--- src/design/excarb_pkg.sv ---
package excarb_pkg;

    // Source count and vector layout
    localparam int          NUM_SRC       = 24;
    localparam int          PRIO_W        = 5;
    localparam logic [15:0] VEC_RESET     = 16'hfffe;
    localparam logic [15:0] VEC_TRAP      = 16'hfffc;

    // Grouped sources sharing one flag
    localparam int          GRP9_N        = 3;
    localparam int          GRP11_N       = 4;
    localparam int          GRP12_N       = 2;
    localparam int          GRP13_N       = 2;
    localparam int          PRIO_G9       = 9;
    localparam int          PRIO_G11      = 11;
    localparam int          PRIO_G12      = 12;
    localparam int          PRIO_G13      = 13;

    // Register byte addresses
    localparam logic [11:0] ADDR_PEND1    = 12'h000;
    localparam logic [11:0] ADDR_PEND2    = 12'h004;
    localparam logic [11:0] ADDR_PEND3    = 12'h008;
    localparam logic [11:0] ADDR_PEND4    = 12'h00c;
    localparam logic [11:0] ADDR_IRQ_STAT = 12'h010;
    localparam logic [11:0] ADDR_IRQ_MASK = 12'h014;
    localparam logic [11:0] ADDR_ENABLE   = 12'h018;
    localparam logic [11:0] ADDR_CTRL     = 12'h01c;

    // Field positions
    localparam int          PEND1_LSB     = 2;
    localparam int          CTRL_GMASK    = 0;
    localparam logic [31:0] ENABLE_RST    = 32'h00ff_ffff;

    // Event status bits
    localparam int          EV_ENTRY      = 0;
    localparam int          EV_TRAP       = 1;
    localparam int          EV_RETURN     = 2;
    localparam int          EV_W          = 3;

    // Exception kind handed to the core
    typedef enum logic [1:0] {
        EXCARB_KIND_NONE = 2'b00,
        EXCARB_KIND_HW   = 2'b01,
        EXCARB_KIND_TRAP = 2'b11,
        EXCARB_KIND_RST  = 2'b10
    } excarb_kind_t;

    // Arbiter states
    typedef enum logic [1:0] {
        EXCARB_RUN   = 2'b00,
        EXCARB_LATCH = 2'b01,
        EXCARB_ENTER = 2'b11,
        EXCARB_ISR   = 2'b10
    } excarb_state_t;

endpackage

--- src/design/excarb_top.sv ---
//
// Contract
// RULE1 - On entry core stacks registers and global mask gets set.
// RULE2 - Return-from-trap restores stacked registers; program resumes.
// RULE3 - Latch requests, arbitrate at processing start, hand fixed vector result.
// RULE4 - Latched request is not displaced until serviced or mask cleared. The code drops it when the global mask is set instead.
// RULE5 - Hardware interrupt waits for instruction completion, never aborts it.
// RULE6 - At completion enter only if mask clear and source enabled.
// RULE7 - Lowest priority number wins; zero is highest.
// RULE8 - Request still pending at return is serviced before next instruction. The code takes it only at the first insn_done after return.
// RULE9 - Entry does not stack the index high byte.
// RULE10 - Software trap always enters, regardless of global mask.
// RULE11 - Trap stacks current PC; hardware stacks PC minus one.
// RULE12 - Vector is FFFC minus twice priority; reset uses FFFE.
// RULE13 - Grouped sources share one flag, priority and vector.
// RULE14 - Global mask gates every source except software trap.
// RULE15 - Status one holds flags 6..1 in bits 7..2; bits 1..0 zero.
// RULE16 - Status three holds 22..15; status four 24..23 in bits 1..0.
// RULE17 - Reset has top priority, never arbitrated, preempts everything.
// RULE18 - Break request forces the software trap vector.
// RULE19 - Flags follow request lines; writes to status registers ignored.
//
// The address map and the APB register port were decided locally.
`timescale 1ns/100ps
`default_nettype none

module excarb_top
    import excarb_pkg::*;
(
    // Clock and reset
    input  wire  logic                 pclk,
    input  wire  logic                 presetn,
    // APB slave
    input  wire  logic                 psel,
    input  wire  logic                 penable,
    input  wire  logic                 pwrite,
    input  wire  logic [11:0]          paddr,
    input  wire  logic [31:0]          pwdata,
    input  wire  logic [3:0]           pstrb,
    output logic       [31:0]          prdata,
    output logic                       pready,
    output logic                       pslverr,
    // Request sources; grouped flags 9, 11, 12 and 13 take their group lines
    input  wire  logic [NUM_SRC:1]     src_req,
    input  wire  logic [GRP9_N-1:0]    grp9_req,
    input  wire  logic [GRP11_N-1:0]   grp11_req,
    input  wire  logic [GRP12_N-1:0]   grp12_req,
    input  wire  logic [GRP13_N-1:0]   grp13_req,
    // Core handshake
    input  wire  logic                 core_reset_req,
    input  wire  logic                 insn_done,
    input  wire  logic                 trap_exec,
    input  wire  logic                 break_req,
    input  wire  logic                 rti_exec,
    input  wire  logic                 stack_done,
    input  wire  logic                 cli_exec,
    input  wire  logic                 sei_exec,
    output logic                       exc_req,
    output var   excarb_kind_t         exc_kind,
    output logic       [15:0]          exc_vector,
    output logic       [PRIO_W-1:0]    exc_prio,
    output logic                       stack_pc_minus1,
    output logic                       stack_index_high,
    output logic                       gmask,
    output logic                       irq
);

    ////////////////////////////////////////////////////////////////////
    // Source flags

    // Asynchronous request lines: three-stage sync, update when 2 and 3 agree
    logic [NUM_SRC:1] req_s1_q, req_s2_q, req_s3_q, flag_q;
    logic [NUM_SRC:1] req_raw;
    logic             brk_s1_q, brk_s2_q, brk_s3_q, brk_q;

    always_comb begin
        req_raw           = src_req;
        req_raw[PRIO_G9]  = |grp9_req;   // RULE13
        req_raw[PRIO_G11] = |grp11_req;  // RULE13
        req_raw[PRIO_G12] = |grp12_req;  // RULE13
        req_raw[PRIO_G13] = |grp13_req;  // RULE13
    end

    genvar gi;
    generate
        for (gi = 1; gi <= NUM_SRC; gi++) begin : g_sync
            always_ff @(posedge pclk or negedge presetn) begin
                if (!presetn) begin
                    req_s1_q[gi] <= 1'b0;
                    req_s2_q[gi] <= 1'b0;
                    req_s3_q[gi] <= 1'b0;
                    flag_q[gi]   <= 1'b0;
                end else begin
                    req_s1_q[gi] <= req_raw[gi];
                    req_s2_q[gi] <= req_s1_q[gi];
                    req_s3_q[gi] <= req_s2_q[gi];
                    if (req_s2_q[gi] == req_s3_q[gi]) begin
                        flag_q[gi] <= req_s3_q[gi];  // RULE19
                    end
                end
            end
        end
    endgenerate

    always_ff @(posedge pclk or negedge presetn) begin
        if (!presetn) begin
            brk_s1_q <= 1'b0;
            brk_s2_q <= 1'b0;
            brk_s3_q <= 1'b0;
            brk_q    <= 1'b0;
        end else begin
            brk_s1_q <= break_req;
            brk_s2_q <= brk_s1_q;
            brk_s3_q <= brk_s2_q;
            if (brk_s2_q == brk_s3_q) begin
                brk_q <= brk_s3_q;
            end
        end
    end

    ////////////////////////////////////////////////////////////////////
    // Arbitration

    logic [31:0]       enable_q;
    logic [NUM_SRC:1]  cand;
    logic [PRIO_W-1:0] win_prio;
    logic              win_any;

    assign cand = flag_q & enable_q[NUM_SRC-1:0];  // RULE6

    // Lowest index wins: scan from top so index 1 overrides
    always_comb begin
        win_prio = '0;
        win_any  = 1'b0;
        for (int i = NUM_SRC; i >= 1; i--) begin
            if (cand[i]) begin
                win_prio = PRIO_W'(i);  // RULE7
                win_any  = 1'b1;
            end
        end
    end

    function automatic logic [15:0] vec_of(input logic [PRIO_W-1:0] p);
        vec_of = VEC_TRAP - {10'h000, p, 1'b0};  // RULE12
    endfunction

    ////////////////////////////////////////////////////////////////////
    // Exception sequencer

    excarb_state_t     state_q;
    logic [PRIO_W-1:0] lat_prio_q;
    logic              ctrl_wr_en, ctrl_gmask_val;
    logic [EV_W-1:0]   ev_set;
    logic              trap_go, hw_go;

    // Break folds into the trap path; mask never blocks it
    assign trap_go = insn_done & (trap_exec | brk_q);     // RULE10 RULE18
    assign hw_go   = insn_done & ~gmask & win_any;        // RULE5 RULE6 RULE14

    always_ff @(posedge pclk or negedge presetn) begin
        if (!presetn) begin
            state_q          <= EXCARB_RUN;
            lat_prio_q       <= '0;
            exc_req          <= 1'b0;
            exc_kind         <= EXCARB_KIND_RST;
            exc_vector       <= VEC_RESET;
            exc_prio         <= '0;
            stack_pc_minus1  <= 1'b0;
            stack_index_high <= 1'b0;
            gmask            <= 1'b1;
        end else if (core_reset_req) begin
            // Reset bypasses arbitration and drops any latched request
            state_q    <= EXCARB_RUN;  // RULE17
            exc_req    <= 1'b1;
            exc_kind   <= EXCARB_KIND_RST;
            exc_vector <= VEC_RESET;
            exc_prio   <= '0;
            gmask      <= 1'b1;
            // Nothing is stacked for reset
            stack_pc_minus1 <= 1'b0;
        end else begin
            exc_req <= 1'b0;
            case (state_q)
                EXCARB_RUN: begin
                    if (ctrl_wr_en) begin
                        gmask <= ctrl_gmask_val;
                    end else if (cli_exec) begin
                        gmask <= 1'b0;
                    end else if (sei_exec) begin
                        gmask <= 1'b1;
                    end
                    if (trap_go) begin
                        state_q         <= EXCARB_ENTER;
                        exc_req         <= 1'b1;
                        exc_kind        <= EXCARB_KIND_TRAP;
                        exc_vector      <= VEC_TRAP;
                        exc_prio        <= '0;
                        stack_pc_minus1 <= 1'b0;  // RULE11
                    end else if (hw_go) begin
                        state_q    <= EXCARB_LATCH;
                        lat_prio_q <= win_prio;  // RULE3
                    end
                end
                EXCARB_LATCH: begin
                    // Held choice; only a set mask or a core reset drops it
                    if (gmask) begin
                        state_q <= EXCARB_RUN;  // RULE4
                    end else begin
                        state_q         <= EXCARB_ENTER;
                        exc_req         <= 1'b1;
                        exc_kind        <= EXCARB_KIND_HW;
                        exc_prio        <= lat_prio_q;
                        exc_vector      <= vec_of(lat_prio_q);  // RULE3 RULE12
                        stack_pc_minus1 <= 1'b1;                // RULE11
                    end
                end
                EXCARB_ENTER: begin
                    stack_index_high <= 1'b0;  // RULE9
                    if (stack_done) begin
                        state_q <= EXCARB_ISR;
                        gmask   <= 1'b1;  // RULE1
                    end
                end
                EXCARB_ISR: begin
                    if (ctrl_wr_en) begin
                        gmask <= ctrl_gmask_val;
                    end else if (cli_exec) begin
                        gmask <= 1'b0;
                    end
                    if (rti_exec) begin
                        // Mask is cleared here on return; pending work re-checked
                        state_q  <= EXCARB_RUN;  // RULE2 RULE8
                        gmask    <= 1'b0;
                        exc_kind <= EXCARB_KIND_NONE;
                    end else if (trap_go) begin
                        state_q         <= EXCARB_ENTER;
                        exc_req         <= 1'b1;
                        exc_kind        <= EXCARB_KIND_TRAP;
                        exc_vector      <= VEC_TRAP;
                        exc_prio        <= '0;
                        stack_pc_minus1 <= 1'b0;
                    end else if (hw_go) begin
                        state_q    <= EXCARB_LATCH;
                        lat_prio_q <= win_prio;
                    end
                end
                default: state_q <= EXCARB_RUN;
            endcase
        end
    end

    ////////////////////////////////////////////////////////////////////
    // Interrupt status

    logic [EV_W-1:0] ev_stat_q, ev_mask_q;
    logic            wr_acc, rd_acc;
    logic            sel_stat, sel_mask, sel_en, sel_ctrl;

    assign ev_set[EV_ENTRY]  = exc_req & (exc_kind == EXCARB_KIND_HW);
    assign ev_set[EV_TRAP]   = exc_req & (exc_kind == EXCARB_KIND_TRAP);
    assign ev_set[EV_RETURN] = (state_q == EXCARB_ISR) & rti_exec;

    // Set wins over a same-cycle write-one clear
    always_ff @(posedge pclk or negedge presetn) begin
        if (!presetn) begin
            ev_stat_q <= '0;
        end else begin
            ev_stat_q <= (ev_stat_q & ~((wr_acc & sel_stat) ? pwdata[EV_W-1:0] : '0))
                         | ev_set;
        end
    end

    always_ff @(posedge pclk or negedge presetn) begin
        if (!presetn) begin
            irq <= 1'b0;
        end else begin
            irq <= |(ev_stat_q & ev_mask_q);
        end
    end

    ////////////////////////////////////////////////////////////////////
    // APB slave

    logic [31:0] rd_mux;
    logic        hit;

    assign wr_acc   = psel & penable & pwrite & pready;
    assign rd_acc   = psel & ~penable & ~pwrite;
    assign sel_stat = (paddr == ADDR_IRQ_STAT);
    assign sel_mask = (paddr == ADDR_IRQ_MASK);
    assign sel_en   = (paddr == ADDR_ENABLE);
    assign sel_ctrl = (paddr == ADDR_CTRL);
    assign hit      = (paddr == ADDR_PEND1) | (paddr == ADDR_PEND2)
                    | (paddr == ADDR_PEND3) | (paddr == ADDR_PEND4)
                    | sel_stat | sel_mask | sel_en | sel_ctrl;
    assign ctrl_wr_en     = wr_acc & sel_ctrl & pstrb[0];
    assign ctrl_gmask_val = pwdata[CTRL_GMASK];

    // Pending registers are read-only views of the flags
    always_comb begin
        rd_mux = '0;
        case (paddr)
            ADDR_PEND1:    rd_mux[7:PEND1_LSB] = flag_q[6:1];   // RULE15 RULE19
            ADDR_PEND2:    rd_mux[7:0]         = flag_q[14:7];  // RULE15
            ADDR_PEND3:    rd_mux[7:0]         = flag_q[22:15]; // RULE16
            ADDR_PEND4:    rd_mux[1:0]         = flag_q[24:23]; // RULE16
            ADDR_IRQ_STAT: rd_mux[EV_W-1:0]    = ev_stat_q;
            ADDR_IRQ_MASK: rd_mux[EV_W-1:0]    = ev_mask_q;
            ADDR_ENABLE:   rd_mux[NUM_SRC-1:0] = enable_q[NUM_SRC-1:0];
            ADDR_CTRL:     rd_mux[CTRL_GMASK]  = gmask;
            default:       rd_mux = '0;
        endcase
    end

    // No wait state: pready rises in the first access cycle
    always_ff @(posedge pclk or negedge presetn) begin
        if (!presetn) begin
            pready    <= 1'b0;
            pslverr   <= 1'b0;
            prdata    <= '0;
            ev_mask_q <= '0;
            enable_q  <= ENABLE_RST;
        end else begin
            pready  <= psel & ~penable;
            pslverr <= psel & ~penable & ~hit;
            if (rd_acc) begin
                prdata <= rd_mux;
            end
            if (wr_acc & sel_mask & pstrb[0]) begin
                ev_mask_q <= pwdata[EV_W-1:0];
            end
            if (wr_acc & sel_en) begin
                for (int b = 0; b < 4; b++) begin
                    if (pstrb[b]) begin
                        enable_q[b*8 +: 8] <= pwdata[b*8 +: 8];
                    end
                end
            end
        end
    end

endmodule

`default_nettype wire

--- config.mk ---
export PLATFORM = sky130hd
export DESIGN_NAME = excarb_top
export DESIGN_NICKNAME = d
export VERILOG_FILES = /design/src/design/excarb_pkg.sv /design/src/design/excarb_top.sv
export SDC_FILE = /design/constraint.sdc
export NUM_CORES = 1
export LEC_CHECK = 0
export ABC_CLOCK_PERIOD_IN_PS = 4200
export BUFFER_PORTS_ARGS = -buffer_cell sky130_fd_sc_hd__buf_2
export CAP_MARGIN = 20
export CORE_AREA = 3 3 129 131
export CTS_CLUSTER_DIAMETER = 200
export DETAILED_ROUTE_END_ITERATION = 10
export DIE_AREA = 0 0 132 134
export GPL_TIMING_DRIVEN = 0
export PLACE_DENSITY = 0.68
export SYNTH_ARGS = -nofsm -noshare
export SYNTH_HDL_FRONTEND = slang
export SYNTH_SLANG_ARGS = --single-unit
--- constraint.sdc ---
create_clock -name pclk -period 4.2 [get_ports pclk]
set_clock_uncertainty 0.1 [all_clocks]
set_input_delay 0.63 -clock pclk [delete_from_list [all_inputs] [get_ports pclk]]
set_output_delay 0.63 -clock pclk [all_outputs]
set_load 0.1 [all_outputs]
==> results.json, run 1 <==
{
  "maxCapViolCount": 0,
  "io_buffers": 124,
  "synth_flop_cell": "dfrtp_1",
  "root_buffer": "clkbuf_16",
  "dp_cells": 891,
  "row_count": 46,
  "groute.usage.overall_pct": 19.7,
  "worst_pin_slew_ns": 0.797,
  "gr-total-overflow": 0,
  "ys_seq_area_share_pct": 64.0,
  "hold_viol_final": 0,
  "grt_pass1_wl_um": 27200,
  "met3_usage_pct": 5.18,
  "met1_usage_pct": 25.8,
  "cts_setup_buffers": 0,
  "use_met2_pct": 32.3,
  "crit_path_frequent_cell": "nor4_1",
  "end_kind": "flop",
  "place.gp.congestion": 0.892,
  "die_w_um": 132,
  "path_max_fanout": 8,
  "crit_cells": 6,
  "synthCells": 533,
  "drive_gt1_share_pct": 36.8,
  "nets": 795,
  "ys_ff_latch": 180,
  "cts_buffers": 17,
  "cts_resized": 0,
  "report.final.slew_viol_count": 0,
  "max_freq_mhz": 359,
  "period_share_pct": 66.4,
  "num_vias": 4900,
  "routedWlPerCell_um": 18.2,
  "drt_wl_total_um": 16800,
  "synth-edff-count": 0,
  "dpl_cell_area_mm2": 0.00809,
  "rsz0062_at_grt": "false",
  "critical_path_class": "input pin to flop",
  "yosys-top-cells-area": "dfrtp_1 (52%), dfstp_2 (12%), mux2_2 (4.9%), maj3_1 (3.5%), a22o_1 (3.3%)",
  "diodes": 0,
  "ir_worst_vdd_mv": 0.352,
  "netlist_area_mm2": 0.00710,
  "cts_tree": "built",
  "finalInstanceArea_mm2": 0.00870,
  "path_clk_slew_ns": 0.07,
  "drtIter0Drc": 309,
  "yosysTopAreaCellShare_pct": 52.2,
  "area_delta_synth_final_pct": 22.5,
  "hold_buffers": 0,
  "p_per_area_mw_per_mm2": 458,
  "critical_path_buf_inv_count": 1,
  "design.core.area_mm2": 0.0157,
  "finalSetupViolCount": 0,
  "grt_max_degree": 107,
  "die-area_mm2": 0.0177,
  "path_delay_family": "simple AND/OR/NAND/NOR gates",
  "avgSynthCellArea_um2": 13.3,
  "cts.path.max_buffers": 2,
  "htreeDepth": 4,
  "worstPathArrival_ns": 3.04,
  "fin_crit_ns": 2.79,
  "crit_path_start_kind": "input pin",
  "cts.sinks": 180,
  "start_util_pct": 45.2,
  "hold_class": "input pin to asynchronous set/reset pin",
  "layout.cells.non_filler": 923,
  "r2r_cells": 6,
  "dp_hpwl_um": 12600,
  "status": "completed",
  "die_y_um": 134,
  "required_ns": 4.45,
  "grt_pass1_vias": 5059,
  "p_leak_nw": 3.96,
  "synth_cell_types": 59,
  "synth_top_cell_by_area": "dfrtp_1",
  "ys_warn_count": 0,
  "grt-busiest-layer": "met2",
  "ios": 158,
  "clk_latency_ns": 0.42,
  "drc_errors": 0,
  "slowest_stage": "nor4_1",
  "grt_antenna_before_repair": 0,
  "antenna_left": 0,
  "avgViaCountPerCell": 5.31,
  "path_cells": "buf_2, nor4_1, nand3_1, nor4_1, nand2_1, mux2_1",
  "async_reset_ff_share_pct": 100,
  "crit_path_max_incr_delay_ns": 0.72,
  "tns_ns": 0,
  "firstDrtPassIters": 4,
  "slew_headroom_pct": 46.4
}
-- worst reg2reg max path, cell delays in order, from the launching register on --
cell	delay, ns
dfrtp_1	0.44
a22o_1	0.30
or4b_4	0.60
o41ai_4	0.41
or4_1	0.19
buf_6	0.12
mux2_4	0.30
-- kinds of logic (layout without fill, tap and decap cells) --
logic type | Yosys count | after routing | share of synthesized area (%)
and+or+nand+nor | 118 | 118 | 8.44
xor gates and xnor gates | 3 | 3 | 0.370
muxes | 40 | 40 | 6.94
AOI/OAI and AO/OA | 115 | 115 | 12.2
DFF | 180 | 180 | 64.0
other | 2 | 19 | 0.106
buffers and inverters | 45 | 202 | 3.52
adders and majority gates | 30 | 30 | 4.41
-- where the power goes --
group / internal, mW / switching [mW] / total (mW)
Combinational: 0.138 / 0.334 / 0.473
Sequential: 1.82 / 0.0755 / 1.89
Clock: 0.947 / 0.673 / 1.62
-- final timing paths --
| check | start | to | slack (ns) |
|---|---|---|---|
| worst min-delay path | presetn | exc_prio[3] | 0.07 |
| worst min register to register | req_s1_q[19] | req_s2_q[19] | 0.25 |
| max in group asynchronous | presetn | enable_q[15] | 3.04 |
| worst max-delay path | paddr[9] | enable_q[0] | 1.41 |
| worst max register to register | flag_q[10] | lat_prio_q[4] | 1.62 |
| min in group pclk | src_req[7] | req_s1_q[7] | 0.21 |
-- placed cells by master, fill, tap and decap left out, drive strengths merged, types with 4 or more instances in the layout --
cell type    n
a21oi       11
nand2b       7
a31oi       10
a22o        28
inv         19
or2          7
nand2       39
conb        19
a32o         5
dfstp       32
a22oi       16
maj3        25
dfrtp      148
nor2        19
mux2        35
ha           5
nor2b        6
o22ai        4
nand3       13
nor4         4
nor3         6
buf        149
o21ai       15
clkbuf      27
-- Yosys cell counts, types with 3 or more instances --
master and number:
dfrtp_1 148, nand2_1 39, dfstp_2 32, mux2_2 31
a22o_1 27, maj3_1 25, buf_4 19, nor2_1 19
a22oi_1 16, o21ai_0 15, inv_1 13, nand3_1 13
a21oi_1 11, a31oi_1 10, clkbuf_1 8, nand2b_1 7
or2_2 7, nor2b_1 6, a32o_1 5, ha_1 5
nor3_1 5, nor4_1 4, o22ai_1 4, a211oi_1 3
a21boi_0 3, and2_1 3, mux2_4 3, mux4_2 3
nor3b_1 3
-- metal layers --
layer	wire, um	vias up
met5	0	-
met4	266	0
met3	1090	22
met2	8210	195
met1	7200	2443
li1	-	2240
-- registers in the layout (all words and copies together), names as in the netlist, 2 cells and up --
| signal | cells |
|---|---|
| req_s1_q | 24 |
| prdata | 24 |
| enable_q | 24 |
| req_s3_q | 24 |
| lat_prio_q | 5 |
| exc_vector | 6 |
| state_q | 2 |
| ev_stat_q | 3 |
| flag_q | 24 |
| ev_mask_q | 3 |
| exc_kind | 2 |
| req_s2_q | 24 |
| exc_prio | 5 |
-- per-stage QoR --
stage          setup slack, ns  hold slack [ns]  power [mW]  util (%)
6_report                  1.41           0.0714        3.99      55.3
2_1_floorplan             1.80            0.231        2.23         -
3_5_place_dp              1.01            0.235        2.40      51.5
3_3_place_gp            -0.241            0.233        2.38      51.3
4_1_cts                   1.45           0.0732        4.02      55.3
5_1_grt                   1.27           0.0890        4.16      55.3
-- final cells by class --
class	count	area [um2]
Inverter	13	48.8
Sequential cell	180	4540
Multi-Input combinational cell	325	2370
Tap cell	216	270
Timing Repair Buffer	125	658
Buffer	32	201
Clock buffer	19	433
Clock inverter	13	170
Fill cell	1321	7020
Note: power is estimated with default switching activity, not from simulation.
==> run 2, diff against run 1 <==
--- a/config.mk
+++ b/config.mk
@@ -5,7 +5,7 @@
 export SDC_FILE = /design/constraint.sdc
 export NUM_CORES = 1
 export LEC_CHECK = 0
-export ABC_CLOCK_PERIOD_IN_PS = 4200
+export ABC_CLOCK_PERIOD_IN_PS = 2950
 export BUFFER_PORTS_ARGS = -buffer_cell sky130_fd_sc_hd__buf_2
 export CAP_MARGIN = 20
 export CORE_AREA = 3 3 129 131
==> constraint.sdc (replaced) <==
create_clock -name pclk -period 2.95 [get_ports pclk]
set_clock_uncertainty 0.1 [all_clocks]
set_input_delay 0.4425 -clock pclk [delete_from_list [all_inputs] [get_ports pclk]]
set_output_delay 0.4425 -clock pclk [all_outputs]
set_load 0.1 [all_outputs]
==> results.json, run 2 (synthesis results as in run 1) <==
{
  "rsz0062_at_grt": "false",
  "grt_antenna_before_repair": 0,
  "crit_path_start_kind": "input pin",
  "wl_met1_um": 7210,
  "hold_viol_final": 0,
  "hold_class": "input pin to flop",
  "gr-total-overflow": 0,
  "top_layer": "met4",
  "cts_tree": "built",
  "area_delta_synth_final_pct": 22.7,
  "die-area_mm2": 0.0177,
  "antenna_left": 0,
  "cts_setup_buffers": 0,
  "wl_met2_um": 8230,
  "dp_hpwl_um": 12600,
  "slew_headroom_pct": 45.2,
  "grt_max_degree": 107,
  "power.total_mw": 5.67,
  "period_share_pct": 88.9,
  "end_kind": "flop",
  "start_util_pct": 45.2,
  "max_freq_mhz": 381,
  "report.final.slew_viol_count": 0,
  "cts_buffers": 17,
  "p_per_area_mw_per_mm2": 651,
  "finalSetupViolCount": 0,
  "die_w_um": 132,
  "critical_path_class": "input pin to flop",
  "routedWlPerCell_um": 18.2,
  "fill_cells": 1320,
  "drtIter0Drc": 268,
  "firstDrtPassIters": 5,
  "diodes": 0,
  "worstPathArrival_ns": 2.87,
  "grt_pass1_vias": 5060,
  "design.core.area_mm2": 0.0157,
  "cts.sinks": 180,
  "ir_worst_vdd_mv": 0.501,
  "status": "completed",
  "drc_errors": 0,
  "wl_met3_um": 1100,
  "ios": 158,
  "path_clk_slew_ns": 0.07,
  "drive_gt1_share_pct": 36.7,
  "maxCapViolCount": 0,
  "whs_ns": 0.0275,
  "root_buffer": "clkbuf_16",
  "num_vias": 4932,
  "final_cell_mix": "dfrtp_1 (148), buf_2 (125), nand2_1 (39)",
  "path_max_fanout": 8,
  "place.gp.congestion": 0.892,
  "cts.path.max_buffers": 2,
  "layout_commonest_cell": "dfrtp_1",
  "drt_wl_total_um": 16800,
  "required_ns": 3.20,
  "row_count": 46,
  "io_buffers": 124,
  "groute.usage.overall_pct": 19.6,
  "nets": 797,
  "die_y_um": 134,
  "clk_latency_ns": 0.42,
  "avgViaCountPerCell": 5.33,
  "worst_pin_slew_ns": 0.814,
  "htreeDepth": 4,
  "p_leak_nw": 3.97,
  "fin_crit_ns": 2.62,
  "grt_pass1_wl_um": 27200
}
==> run 2: changes by cell type in the layout (fill, tap and decap cells not counted), sizes merged <==
cell         change
dlygate4sd3      +2
==> run 2: path summary, 6_finish.rpt <==
| kind | cells past startpoint | end | start | slack [ns] |
|---|---|---|---|---|
| worst max-delay path | 6 | enable_q[0] | paddr[9] | 0.33 |
| worst min-delay path | 1 | req_s1_q[24] | src_req[24] | 0.03 |
| worst max register to register | 6 | lat_prio_q[4] | flag_q[10] | 0.37 |
| max in group asynchronous | 3 | enable_q[15] | presetn | 1.38 |
| min in group asynchronous | 2 | exc_prio[3] | presetn | 0.48 |
| worst min register to register | 0 | req_s2_q[24] | req_s1_q[24] | 0.25 |
==> run 2: area by class of cell <==
class / count / area (um2) / share of cell area [%]
timing repair buffer: 127 / 678 / 7.78
inverter: 13 / 48.8 / 0.560
multi-input combinational: 325 / 2370 / 27.2
sequential: 180 / 4540 / 52.1
clock inverter: 13 / 170 / 1.95
tap: 216 / 270 / 3.10
buffer: 32 / 201 / 2.31
clock buffer: 19 / 433 / 4.97
==> run 2: worst max-delay path: stages <==
cell	delay, ns
buf_2	0.10
nor4_1	0.44
nand3_1	0.28
nor4_1	0.74
nand2_1	0.45
mux2_1	0.43
==> run 2: per-stage QoR <==
stage	TNS (ns)	std cells	util (%)	cell area [um2]	setup WS, ns
detailed placement	-0.593	891	51.5	8090	-0.0554
global placement	-203.16	890	51.3	8060	-1.30
finish	0	925	55.5	8720	0.326
global route	0	925	55.5	8720	0.206
CTS	0	924	55.4	8710	0.362
floorplan	0	550	-	7160	0.606
==> run 2: what timing repair did <==
action | in CTS | in global routing
hold buffers | 1 | 1
gates resized for setup | 0 | 0
hold endpoints to repair | 62 | 1
==> run 2: layer usage <==
layer  vias to the layer above  global-route usage (%)
met5                         -                       0
met4                         0                    6.18
met3                        22                    5.14
met2                       190                    32.3
met1                      2478                    25.8
li1                       2242                       -
==> run 2: power breakdown <==
group          internal [mW]  leakage, nW  switching (mW)
sequential              2.59         2.11           0.108
clock                   1.35        0.286           0.955
combinational          0.199         1.57           0.477
==> run 3, diff against run 2 <==
--- a/config.mk
+++ b/config.mk
@@ -13,7 +13,8 @@
 export DETAILED_ROUTE_END_ITERATION = 10
 export DIE_AREA = 0 0 132 134
 export GPL_TIMING_DRIVEN = 0
-export PLACE_DENSITY = 0.68
+export PLACE_DENSITY = 0.72
+export REMOVE_ABC_BUFFERS = 1
 export SYNTH_ARGS = -nofsm -noshare
 export SYNTH_HDL_FRONTEND = slang
 export SYNTH_SLANG_ARGS = --single-unit
==> results.json, run 3 (synthesis results as in run 1) <==
{
  "max_freq_mhz": 384,
  "cts.sinks": 180,
  "diodes": 0,
  "cts_tree": "built",
  "cts.path.max_buffers": 2,
  "drc_errors": 0,
  "drive_gt1_share_pct": 35.4,
  "num_vias": 4769,
  "p_per_area_mw_per_mm2": 659,
  "critical_path_class": "flop to flop",
  "worstPathArrival_ns": 2.81,
  "groute.usage.overall_pct": 18.5,
  "switching_share_pct": 27.5,
  "dp_slack_ns": -0.348,
  "avgViaCountPerCell": 5.27,
  "die_w_um": 132,
  "grt_pass1_wl_um": 25400,
  "finalSetupViolCount": 0,
  "drt_wl_total_um": 16000,
  "period_share_pct": 88.2,
  "row_count": 46,
  "power.switching_mw": 1.57,
  "grt_max_degree": 105,
  "status": "completed",
  "dp_hpwl_um": 11800,
  "path_max_fanout": 5,
  "cts_buffers": 17,
  "maxCapViolCount": 0,
  "fin_ws_ns": 0.348,
  "die_y_um": 134,
  "die-area_mm2": 0.0177,
  "nets": 777,
  "htreeDepth": 4,
  "hold_viol_final": 0,
  "grt_antenna_before_repair": 0,
  "start_util_pct": 45.2,
  "p_int_mw": 4.15,
  "path_clk_slew_ns": 0.07,
  "ir_worst_vdd_mv": 0.438,
  "rsz0062_at_grt": "false",
  "drtIter0Drc": 310,
  "antenna_left": 0,
  "required_ns": 3.15,
  "combPwrFrac_pct": 11.5,
  "end_kind": "flop",
  "worst_pin_slew_ns": 0.704,
  "gr-total-overflow": 0,
  "p_leak_nw": 3.92,
  "layout_commonest_cell": "dfrtp_1",
  "tns_ns": 0,
  "whs_ns": 0.0243,
  "area_delta_synth_final_pct": 22.1,
  "report.final.slew_viol_count": 0,
  "clk_latency_ns": 0.42,
  "root_buffer": "clkbuf_16",
  "crit_path_start_kind": "flop",
  "utilization_pct": 55.2,
  "p_clk_share_pct": 41.5,
  "io_buffers": 125,
  "regArea_mm2": 0.00454,
  "routedWlPerCell_um": 17.7,
  "cts_setup_buffers": 0,
  "place.gp.congestion": 0.911,
  "fin_crit_ns": 2.60,
  "hold_class": "input pin to flop",
  "grt_pass1_vias": 4743,
  "sequentialPowerShare_pct": 47.0,
  "fill_cells": 1334,
  "firstDrtPassIters": 5,
  "design.core.area_mm2": 0.0157,
  "finalInstanceArea_mm2": 0.00867,
  "multi_input_area_mm2": 0.00238,
  "ios": 158,
  "dpl_cell_area_mm2": 0.00791,
  "final_cell_mix": "dfrtp_1 (148), buf_2 (124), nand2_1 (39)",
  "slew_headroom_pct": 53.0
}
==> run 3: path summary, 6_finish.rpt <==
check	from	end	slack, ns	cells past startpoint
max	flag_q[14]	lat_prio_q[4]	0.35	5
min	src_req[2]	req_s1_q[2]	0.02	1
max reg2reg	flag_q[14]	lat_prio_q[4]	0.35	5
min reg2reg	req_s1_q[12]	req_s2_q[12]	0.25	0
max in group asynchronous	presetn	enable_q[12]	1.39	3
min in group asynchronous	presetn	req_s1_q[7]	0.46	2
==> run 3: power groups by stage <==
stage | logic (mW) | registers (mW) | clock network [mW]
final | 0.657 | 2.69 | 2.37
after global routing | 0.709 | 2.70 | 2.55
after CTS | 0.657 | 2.68 | 2.44
after detailed placement | 0.648 | 2.73 | 0
after global placement | 0.639 | 2.72 | 0
after floorplan | 0.314 | 2.83 | 0
==> run 3: worst max-delay path, stage by stage (launching register included) <==
cell and delay (ns):
dfrtp_1 0.43, a22oi_1 0.31, or4b_4 0.56, o41ai_4 0.42, or4_1 0.33, mux2_4 0.33
==> run 3: repair_timing <==
action	CTS	global route
hold buffers	8	3
gates resized for setup	0	1
hold endpoints to repair	69	3
setup endpoints to repair	0	1
==> run 3: through the flow <==
step,std cells,total power [mW]
after floorplan,518,3.15
after global placement,859,3.36
after detailed placement,861,3.38
after CTS,901,5.78
after global routing,905,5.95
final,905,5.72
==> run 3: metal layers <==
metal  GRT usage (%)  share of wire, %  vias up
met5               0                 0        -
met4            7.12               2.7        0
met3            5.33               6.3       34
met2            28.8                48      185
met1            24.9                43     2350
li1                -                 -     2200
==> run 3: layout make-up <==
cell class / count / area share [%]
timing repair buffer: 139 / 9.22
sequential: 180 / 52.4
clock buffer: 17 / 4.90
tap: 216 / 3.12
clock inverter: 15 / 2.41
inverter: 13 / 0.563
multi-input combinational: 325 / 27.4
